==> src/shared/mac_pkg.sv <==
// Constants and types for the multiply-accumulate datapath.
// Assumes a single clock domain; no software-visible registers.
package mac_pkg;
  localparam int WORD_W = 16;
  localparam int PROD_W = 32;
  localparam int ACC_W  = 36;
  localparam int NUM_ACC = 2;
  localparam logic [15:0] SAT_POS = 16'h7fff;
  localparam logic [15:0] SAT_NEG = 16'h8000;
  localparam logic [35:0] ACC_RESET = 36'h0_0000_0000;

  typedef enum logic [2:0] {
    OP_NONE,
    OP_MUL,
    OP_MAC,
    OP_LOAD,
    OP_ALU
  } dp_op_t;

  typedef enum logic [3:0] {
    ALU_ADD,
    ALU_SUB,
    ALU_AND,
    ALU_OR,
    ALU_XOR,
    ALU_NEG,
    ALU_PASS,
    ALU_NOT
  } alu_fn_t;
endpackage

==> src/hw/mac_datapath.sv <==
// Multiply-accumulate datapath: 16x16 multiplier, two 36-bit accumulators,
// ALU and saturating store. Assumes operands and op codes come synchronous
// to mclk from the instruction decoder, one operation per enabled cycle.
`timescale 1ns/100ps
module mac_datapath
  import mac_pkg::*;
(
  input  wire logic        mclk,       // Instruction clock
  input  wire logic        arst_n,     // Async reset, active low
  input  wire logic        ce,         // Clock enable, freezes state when low
  input  wire dp_op_t      op,         // Datapath operation
  input  wire alu_fn_t     alu_fn,     // ALU function for OP_ALU
  input  wire logic        alu_wide,   // ALU width: 1 = 32 bits
  input  wire logic        acc_sel,    // Destination/source accumulator
  input  wire logic        src_sel,    // ALU second operand: 0 = other acc, 1 = mem word
  input  wire logic [15:0] x_in,       // Multiplier operand x
  input  wire logic [15:0] y_in,       // Multiplier operand y
  input  wire logic [15:0] mem_in,     // Memory word for load / ALU
  input  wire logic        st_sel,     // Accumulator to store
  output logic      [15:0] st_word,    // Saturated store word
  output logic             st_sat,     // Store word was saturated
  output logic      [31:0] prod_q,     // Product register
  output logic      [35:0] acc0_q,     // Accumulator 0
  output logic      [35:0] acc1_q,     // Accumulator 1
  output logic             c_zero_q,   // Condition: zero
  output logic             c_neg_q,    // Condition: negative
  output logic             c_ovf_q,    // Condition: overflow
  output logic             c_carry_q   // Condition: carry
);
  logic [35:0] acc_q [NUM_ACC];
  logic [35:0] acc_d [NUM_ACC];
  logic [31:0] prod_d;
  logic [35:0] sel_acc;
  logic [35:0] oth_acc;
  logic [35:0] alu_b;
  logic [35:0] alu_y;
  logic [35:0] mac_sum;
  logic [35:0] st_src;
  logic        a_zero;
  logic        a_neg;
  logic        a_ovf;
  logic        a_carry;
  logic        upd_cond;

  // Saturate a 36-bit value to a 16-bit word
  function automatic logic [15:0] sat16(input logic [35:0] v);
    if (v[35:15] == {21{v[35]}}) begin
      sat16 = v[15:0];
    end else if (v[35]) begin
      sat16 = SAT_NEG;
    end else begin
      sat16 = SAT_POS;
    end
  endfunction

  function automatic logic [35:0] sext16(input logic [15:0] w);
    sext16 = {{20{w[15]}}, w};
  endfunction

  // Operands widened first so the product keeps all 32 bits whatever the cast rules
  function automatic logic [31:0] mul16(input logic [15:0] p, input logic [15:0] q);
    mul16 = $signed({{16{p[15]}}, p}) * $signed({{16{q[15]}}, q});
  endfunction

  assign prod_d  = mul16(x_in, y_in);
  assign sel_acc = acc_q[acc_sel];
  assign oth_acc = acc_q[~acc_sel];
  // Product forms combinationally so the same-cycle sum needs no wait
  assign mac_sum = sel_acc + {{4{prod_d[31]}}, prod_d};
  assign alu_b   = src_sel ? sext16(mem_in) : oth_acc;
  assign st_src  = acc_q[st_sel];
  assign st_word = sat16(st_src);
  assign st_sat  = (st_src[35:15] != {21{st_src[35]}});
  assign upd_cond = ce && (op == OP_ALU);

  alu_unit u_alu (
    .a       (sel_acc),
    .b       (alu_b),
    .fn      (alu_fn),
    .wide    (alu_wide),
    .y       (alu_y),
    .y_zero  (a_zero),
    .y_neg   (a_neg),
    .y_ovf   (a_ovf),
    .y_carry (a_carry)
  );

  always_comb begin
    for (int i = 0; i < NUM_ACC; i++) begin
      acc_d[i] = acc_q[i];
    end
    unique case (op)
      OP_MAC:  acc_d[acc_sel] = mac_sum;
      OP_LOAD: acc_d[acc_sel] = sext16(mem_in);
      OP_ALU:  acc_d[acc_sel] = alu_y;
      OP_NONE, OP_MUL: ;
      default: ;
    endcase
  end

  always_ff @(posedge mclk or negedge arst_n) begin
    if (!arst_n) begin
      for (int i = 0; i < NUM_ACC; i++) begin
        acc_q[i] <= ACC_RESET;
      end
      prod_q <= 32'h0000_0000;
    end else if (ce) begin
      // Written at the edge, so the next instruction reads it directly
      for (int i = 0; i < NUM_ACC; i++) begin
        acc_q[i] <= acc_d[i];
      end
      if (op == OP_MUL || op == OP_MAC) begin
        prod_q <= prod_d;
      end
    end
  end

  always_ff @(posedge mclk or negedge arst_n) begin
    if (!arst_n) begin
      c_zero_q  <= 1'b0;
      c_neg_q   <= 1'b0;
      c_ovf_q   <= 1'b0;
      c_carry_q <= 1'b0;
    end else if (upd_cond) begin
      c_zero_q  <= a_zero;
      c_neg_q   <= a_neg;
      c_ovf_q   <= a_ovf;
      c_carry_q <= a_carry;
    end
  end

  assign acc0_q = acc_q[0];
  assign acc1_q = acc_q[1];
endmodule

==> src/hw/alu_unit.sv <==
// ALU for 16- or 32-bit operands with result conditions.
// Assumes operands already sign-extended to accumulator width by the caller.
`timescale 1ns/100ps
module alu_unit
  import mac_pkg::*;
(
  input  wire logic [35:0] a,        // Accumulator operand
  input  wire logic [35:0] b,        // Second operand
  input  wire alu_fn_t     fn,       // Operation select
  input  wire logic        wide,     // 1: 32-bit operation, 0: 16-bit
  output logic      [35:0] y,        // Result
  output logic             y_zero,   // Result zero
  output logic             y_neg,    // Result negative
  output logic             y_ovf,    // Result overflowed chosen width
  output logic             y_carry   // Carry out of chosen width
);
  logic [36:0] sum;
  logic [31:0] amask;
  logic [35:0] c_lhs;
  logic [35:0] c_rhs;
  logic        arith;

  assign amask = wide ? 32'hffff_ffff : 32'h0000_ffff;

  always_comb begin
    sum = 37'h0_0000_0000;
    unique case (fn)
      ALU_ADD:  sum = {a[35], a} + {b[35], b};
      ALU_SUB:  sum = {a[35], a} - {b[35], b};
      ALU_AND:  sum = {1'b0, a & b};
      ALU_OR:   sum = {1'b0, a | b};
      ALU_XOR:  sum = {1'b0, a ^ b};
      ALU_NEG:  sum = 37'h0_0000_0000 - {a[35], a};
      ALU_PASS: sum = {a[35], a};
      ALU_NOT:  sum = {1'b0, ~a};
      default:  sum = {a[35], a};
    endcase
  end

  assign y       = sum[35:0];
  assign y_zero  = ((sum[31:0] & amask) == 32'h0000_0000);
  assign y_neg   = wide ? sum[31] : sum[15];
  // Carry only means something for add, subtract and negate; logic ops report none
  assign arith   = (fn == ALU_ADD) || (fn == ALU_SUB) || (fn == ALU_NEG);
  // Negate is 0 - a, so its carry is formed against a zero left operand
  assign c_lhs   = (fn == ALU_NEG) ? 36'h0_0000_0000 : a;
  assign c_rhs   = (fn == ALU_NEG) ? a : b;
  assign y_carry = arith & (wide ? (sum[32] ^ c_lhs[32] ^ c_rhs[32])
                                 : (sum[16] ^ c_lhs[16] ^ c_rhs[16]));
  assign y_ovf   = wide ? (sum[35:31] != {5{sum[31]}}) : (sum[35:15] != {21{sum[15]}});
endmodule

==> config.mk <==
export PLATFORM = sky130hd
export DESIGN_NAME = mac_datapath
export DESIGN_NICKNAME = d
export VERILOG_FILES = /design/src/shared/mac_pkg.sv /design/src/hw/mac_datapath.sv /design/src/hw/alu_unit.sv
export SDC_FILE = /design/constraint.sdc
export NUM_CORES = 1
export LEC_CHECK = 0
export BUFFER_PORTS_ARGS = -buffer_cell sky130_fd_sc_hd__buf_2
export CELL_PAD_IN_SITES_DETAIL_PLACEMENT = 1
export CELL_PAD_IN_SITES_GLOBAL_PLACEMENT = 1
export CORE_ASPECT_RATIO = 0.8
export CORE_MARGIN = 3
export CORE_UTILIZATION = 48
export CTS_CLUSTER_SIZE = 20
export DETAILED_ROUTE_END_ITERATION = 8
export PLACE_DENSITY = 0.9
export SETUP_SLACK_MARGIN = 0.1
export SYNTH_ARGS = -nofsm -noshare
export SYNTH_HDL_FRONTEND = slang
export SYNTH_SLANG_ARGS = --single-unit
==> constraint.sdc <==
create_clock -name mclk -period 6.4 [get_ports mclk]
set_input_delay 1.28 -clock mclk [delete_from_list [all_inputs] [get_ports mclk]]
set_output_delay 1.28 -clock mclk [all_outputs]
set_load 0.02 [all_outputs]
==> flow_summary.ini, run 1 <==
[clocking]
clock_sinks = 108
holdBufCountCts = 0
numCtsBuffers = 9
cts_buffer_depth = 2
cts-root-buf = clkbuf_16
h-tree-depth = 3

[placed_design]
place_area_mm2 = 0.0314
pre_cts_slack_ns = -3.29
port_buffers = 186
gp_congestion = 1.08
dp_hpwl_um = 111000

[global_route]
grt_max_degree = 66
grt_remaining_overflow = 868
grt_usage = 0.819
grt_pass1_vias = 44399
grt_pass1_wl_um = 339000

[status]
stop_stage = 5_1_grt
firstError = [ERROR GRT-0116] Global routing finished with congestion. Check the congestion regions in the DRC Viewer.
outcome = stopped before the end

[synthesis]
ys_seq_area_frac = 0.106
synth.distinct_cells = 91
async_flop_share = 1.00
yosys.area.top_type_share = 0.207
yosysMostFrequentCell = inv_1
synth_area_leaders = fa_1, ha_1, dfrtp_1
synth_area_per_cell_um2 = 8.00
netlist.top_cell.by_area = fa_1
ys.flop_type = dfrtp_1
syn_area_mm2 = 0.0255
ys_warn_count = 0
synth_fp_nets = 3738
ys_seq_elements = 108
synth-edff-count = 0
synthTopCellsByCount = inv_1, nand2_1, fa_1, a21oi_1, ha_1
syn_inst = 3187

[die]
rows = 74
io_pins = 187
die_width_um = 264
start_util = 0.492
die_h_um = 212
==> what timing repair did <==
| item | in CTS |
|---|---|
| buffers inserted | 68 |
| gates cloned | 1 |
| setup endpoints to repair | 79 |
| resized for setup | 398 |
| pin swaps | 169 |
==> cell families after synthesis <==
kind of cell	count (synthesis)	share of synthesized area
xor gates and xnor gates	139	0.0489
buffers and inverters	570	0.0870
DFF	108	0.106
AOI/OAI and AO/OA	823	0.203
adders and majority gates	489	0.318
and+or+nand+nor	931	0.182
muxes	127	0.0546
==> through the flow <==
| step | instances | TNS, ns |
|---|---|---|
| floorplan | 3187 | -59.88 |
| CTS | 4545 | -113.35 |
| detailed placement | 4463 | -144.22 |
| global placement | 4463 | -107.56 |
==> routing by layer <==
layer | global-route usage | overflow
met5 | 0.455 | 7
met2 | 0.967 | 497
met1 | 0.804 | 47
met3 | 0.705 | 56
met4 | 0.811 | 261
==> run 2: changes to the inputs <==
==> config.mk (replaced) <==
export PLATFORM = sky130hd
export DESIGN_NAME = mac_datapath
export DESIGN_NICKNAME = d
export VERILOG_FILES = /design/src/shared/mac_pkg.sv /design/src/hw/mac_datapath.sv /design/src/hw/alu_unit.sv
export SDC_FILE = /design/constraint.sdc
export NUM_CORES = 1
export LEC_CHECK = 0
export BUFFER_PORTS_ARGS = -buffer_cell sky130_fd_sc_hd__buf_2
export CORE_MARGIN = 3
export CORE_UTILIZATION = 35
export DETAILED_ROUTE_END_ITERATION = 8
export PLACE_DENSITY_LB_ADDON = 0.15
export SYNTH_ARGS = -nofsm -noshare
export SYNTH_HDL_FRONTEND = slang
export SYNTH_SLANG_ARGS = --single-unit
==> flow_summary.ini, run 2 <==
[status]
outcome = finished, violations left
violations = setup timing

[placed_design]
place_area_mm2 = 0.0322
gp_congestion = 0.962
post-place-cells = 4795
dp_hpwl_um = 83800
port_buffers = 186

[clocking]
clock_sinks = 108
tritoncts = built
cts_buffer_depth = 2
numCtsBuffers = 9
cts-root-buf = clkbuf_16
path_clk_slew_ns = 0.09
clock_latency_ns = 0.42
h-tree-depth = 3

[synthesis]
synth_area_per_cell_um2 = 8.00
syn_area_mm2 = 0.0255
ys_seq_elements = 108
ys_warn_count = 0
synth.distinct_cells = 91
yosysMostFrequentCell = inv_1
ys_seq_area_frac = 0.106
synth_fp_nets = 3738
synth_area_leaders = fa_1, ha_1, dfrtp_1
synthTopCellsByCount = inv_1, nand2_1, fa_1, a21oi_1, ha_1
yosys.area.top_type_share = 0.207
async_flop_share = 1.00
synth-edff-count = 0
ys.flop_type = dfrtp_1
syn_inst = 3187
netlist.top_cell.by_area = fa_1

[global_route]
antenna_found_initial = 3
grt_remaining_overflow = 0
grt_pass1_wl_um = 157000
grt_pass1_vias = 25907
grt_usage = 0.268
grt_max_degree = 60

[routing]
vias = 26306
wl_per_cell_um = 20.9
ant_nets = 0
drt-initial-drc-count = 2440
route.detailed.drc = 0
wirelength_um = 102000
firstDrtPassIters = 7
via_per_inst = 5.40

[finish]
area_growth_pct = 35.8
fin_nets = 4466
drive_above_1_share = 0.319
design_area_mm2 = 0.0346
instances_no_fill = 4871
final_common_cell = buf_4
layout_common_cells = buf_4, inv_1, nand2_1, fa_1, ha_1
post-route-util = 0.481

[setup_path]
critPathMostFrequentCell = fa_1
crit_type = in -> reg
cp-start-kind = input pin
crit_path_max_incr_delay_ns = 0.55
crit_start = y_in[4]
critPathSlowestCell = fa_1
worstPathArrival_ns = 9.13
endpoint_kind = flip-flop
required_ns = 6.74
path_max_fanout = 8

[die]
die_width_um = 276
die_h_um = 276
io_pins = 187
rows = 98
start_util = 0.355
die-area_mm2 = 0.0761
core_mm2 = 0.0719

[timing]
drv_slew = 0
worst_slew_pin_slew_ns = 1.44
setup_viol_count_final = 67
finalCritPeriodShare = 1.37
skew_ns = 0.0257
slew_headroom = 0.0423
fmax_mhz = 114
fin_crit_ns = 8.79
tns_ns = -85.13
hold_viol = 0
rsz0062_at_grt = yes
setup_ws_ns = -2.39

[min_path]
worstHoldStart = prod_q[20]
holdCritPathClass = reg -> reg

[run]
drv_cap = 0
[run 2: what timing repair did]
action,in CTS,in global routing
gates cloned,0,1
hold buffers,0,0
endpoints found under the setup margin,68,71
pin swaps,98,114
setup buffers,30,44
resized for setup,236,144
[run 2: metal layers]
layer / global-route usage / wire, µm / vias up / share of wire
met3: 0.0269 / 6350 / 141 / 0.062
met4: 0.0666 / 2820 / 2 / 0.028
met2: 0.436 / 46600 / 945 / 0.46
met5: 0 / 20 / - / 0.00020
met1: 0.381 / 46200 / 12855 / 0.45
li1: - / - / 12363 / -
[run 2: worst paths after layout]
path / to / slack [ns] / depth (start not counted)
min in group asynchronous: async pin / 0.91 / 1
max: flip-flop / -2.39 / 35
min: prod_q[20] / 0.51 / 1
max reg2reg: c_zero_q / 0.87 / 25
max in group asynchronous: async pin / 4.12 / 2
min reg2reg: prod_q[20] / 0.51 / 1
[run 2: logic make-up (layout without fill, tap and decap cells)]
logic type,Yosys count,in the layout,share of synthesized area
and+or+nand+nor,931,931,0.182
xor gates and xnor gates,139,139,0.0489
AOI/OAI and AO/OA,823,823,0.203
buffers and inverters,570,1303,0.0870
adders and majority gates,489,489,0.318
other,0,1,0
muxes,127,127,0.0546
DFF,108,108,0.106
[run 2: final cells by class]
cell class,instances,area (µm²)
clock buffers,9,225
inverters,417,1570
fillers,7156,37300
repair buffers,870,6590
flip-flops and latches,108,2700
clock inverters,7,78.8
diodes,1,2.50
well taps,950,1190
multi-input cells,2509,22200
[run 2: through the flow]
step / setup slack, ns / hold WS [ns]
floorplan: -2.15 / 0.588
global placement: -3.05 / 0.486
global route: -2.68 / 0.534
detailed placement: -3.04 / 0.490
finish: -2.39 / 0.512
CTS: -2.37 / 0.519
[run 2: critical path, delay by kind of cell]
| kind | cells | cell delay, ns |
|---|---|---|
| AO/OA/AOI/OAI | 11 | 2.37 |
| adder cells (fa/ha/maj) | 8 | 3.44 |
| buffers and inverters | 8 | 0.72 |
| AND/OR/NAND/NOR | 6 | 0.93 |
| XOR/XNOR | 2 | 0.35 |
Power of run 2 is not shown: default switching activity piles up to over one toggle a cycle in this logic, so the estimate is an artifact.
==> run 3: changes to the inputs <==
--- a/config.mk
+++ b/config.mk
@@ -5,7 +5,7 @@
 export SDC_FILE = /design/constraint.sdc
 export NUM_CORES = 1
 export LEC_CHECK = 0
-export BUFFER_PORTS_ARGS = -buffer_cell sky130_fd_sc_hd__buf_2
+export BUFFER_PORTS_ARGS = -buffer_cell sky130_fd_sc_hd__buf_4
 export CORE_MARGIN = 3
 export CORE_UTILIZATION = 35
 export DETAILED_ROUTE_END_ITERATION = 8
==> flow_summary.ini, run 3 (synthesis gave the netlist of run 2 again) <==
[min_path]
holdCritPathClass = reg -> reg
worstHoldStart = prod_q[1]

[setup_path]
cp_num_buf_inv = 8
crit_type = in -> reg
path_max_fanout = 8
crit_path_max_incr_delay_ns = 0.56
cp-start-kind = input pin
required_ns = 6.75
critPathSlowestCell = fa_2
worstPathArrival_ns = 9.10
crit_start = y_in[4]
critPathMostFrequentCell = fa_1
endpoint_kind = flip-flop
crit_family = adder cells

[global_route]
grtUsageMet3 = 0.0323
use_met2 = 0.446
grt_max_degree = 57
grt_usage = 0.273
grt-busiest-layer = met2
grt_pass1_wl_um = 159000
grt_remaining_overflow = 0
antenna_found_initial = 1
grt_pass1_vias = 26357
met1_usage = 0.380

[finish]
post-route-util = 0.494
drive_above_1_share = 0.338
fin_nets = 4534
layout_common_cells = buf_4, inv_1, nand2_1, fa_1, ha_1
area_growth_pct = 39.3
final_common_cell = buf_4
fill_cells = 7079

[routing]
vias = 26781
firstDrtPassIters = 6
drt-initial-drc-count = 2390
route.detailed.drc = 0
ant_nets = 0
wirelength_um = 105000
wl_per_cell_um = 21.2
via_per_inst = 5.42

[die]
rows = 98
die_h_um = 276
io_pins = 187
die-area_mm2 = 0.0761
core_mm2 = 0.0719
die_width_um = 276
start_util = 0.355

[timing]
setup_viol_count_final = 65
skew_ns = 0.0260
slew_headroom = 0.110
fin_crit_ns = 8.75
finalCritPeriodShare = 1.37
drv_slew = 0
rsz0062_at_grt = yes
hold_viol = 0
setup_ws_ns = -2.35
worst_slew_pin_slew_ns = 1.33
fmax_mhz = 114

[clocking]
cts-root-buf = clkbuf_16
cts_buffer_depth = 2
path_clk_slew_ns = 0.10
clock_sinks = 108
tritoncts = built
h-tree-depth = 3
holdBufCountCts = 0
clock_latency_ns = 0.43
numCtsBuffers = 9

[placed_design]
port_buffers = 186
dp_hpwl_um = 85800
gp_congestion = 0.987

[status]
outcome = finished, violations left
violations = setup timing

[run]
drv_cap = 0
[run 3: changes by cell type in the layout (fill, tap and decap cells not counted), moves of 4 or more]
cell,previous run,this run
buf_4,629,873
o21ai_2,14,26
a21oi_1,193,184
o21ai_0,151,146
buf_2,153,0
ha_4,20,25
ha_1,202,195
o21ai_1,65,61
a21oi_2,42,51
buf_6,72,53
[run 3: through the flow]
| step | TNS [ns] | setup slack, ns | cell area [µm²] | hold slack [ns] | std cells |
|---|---|---|---|---|---|
| 2_1_floorplan | -60.10 | -2.15 | 26100 | 0.588 | 3187 |
| 3_3_place_gp | -120.86 | -2.88 | 33100 | 0.494 | 4861 |
| 3_5_place_dp | -121.37 | -2.95 | 33100 | 0.501 | 4861 |
| 4_1_cts | -82.13 | -2.34 | 34700 | 0.524 | 4918 |
| 5_1_grt | -100.31 | -2.62 | 35500 | 0.537 | 4939 |
| 6_report | -84.38 | -2.35 | 35500 | 0.518 | 4939 |
[run 3: what timing repair did]
action | CTS | global route
gates resized for setup | 205 | 153
pin swaps | 100 | 101
buffers inserted | 52 | 25
setup endpoints to repair | 69 | 73
gates cloned | 0 | 1
[run 3: metal layers]
metal,up-vias,share of wire,routed length (µm)
li1,12491,-,-
met1,13043,0.44,46100
met2,1056,0.46,48200
met3,191,0.066,6960
met4,0,0.034,3540
met5,-,0,0
[run 3: final timing paths]
check,end,slack [ns],cells after the start
setup / recovery,flip-flop,-2.35,35
hold / removal,prod_q[1],0.52,1
hold reg to reg,prod_q[1],0.52,1
max in group asynchronous,async pin,4.20,2
min in group asynchronous,async pin,0.91,1
setup reg to reg,c_ovf_q,0.63,28
[run 3: layout make-up]
class	count	area, µm²	share of cell area
Antenna cell	1	2.50	0.0000705
Timing Repair Buffer	938	7390	0.208
Multi-Input combinational cell	2509	22300	0.629
Sequential cell	108	2700	0.0761
Clock buffer	9	225	0.00634
Inverter	417	1570	0.0443
Clock inverter	7	83.8	0.00236
Tap cell	950	1190	0.0335
[run 3: worst register-to-register path: cells and delay by family (launching register included)]
kind            cells  cell delay, ns
buf+inv             4            0.70
simple gates        9            1.42
fa+ha+maj           2            0.57
flops               1            0.54
mux                 1            0.24
xor+xnor            1            0.13
compound gates     11            2.07
Power of run 3 is left out for the same reason.
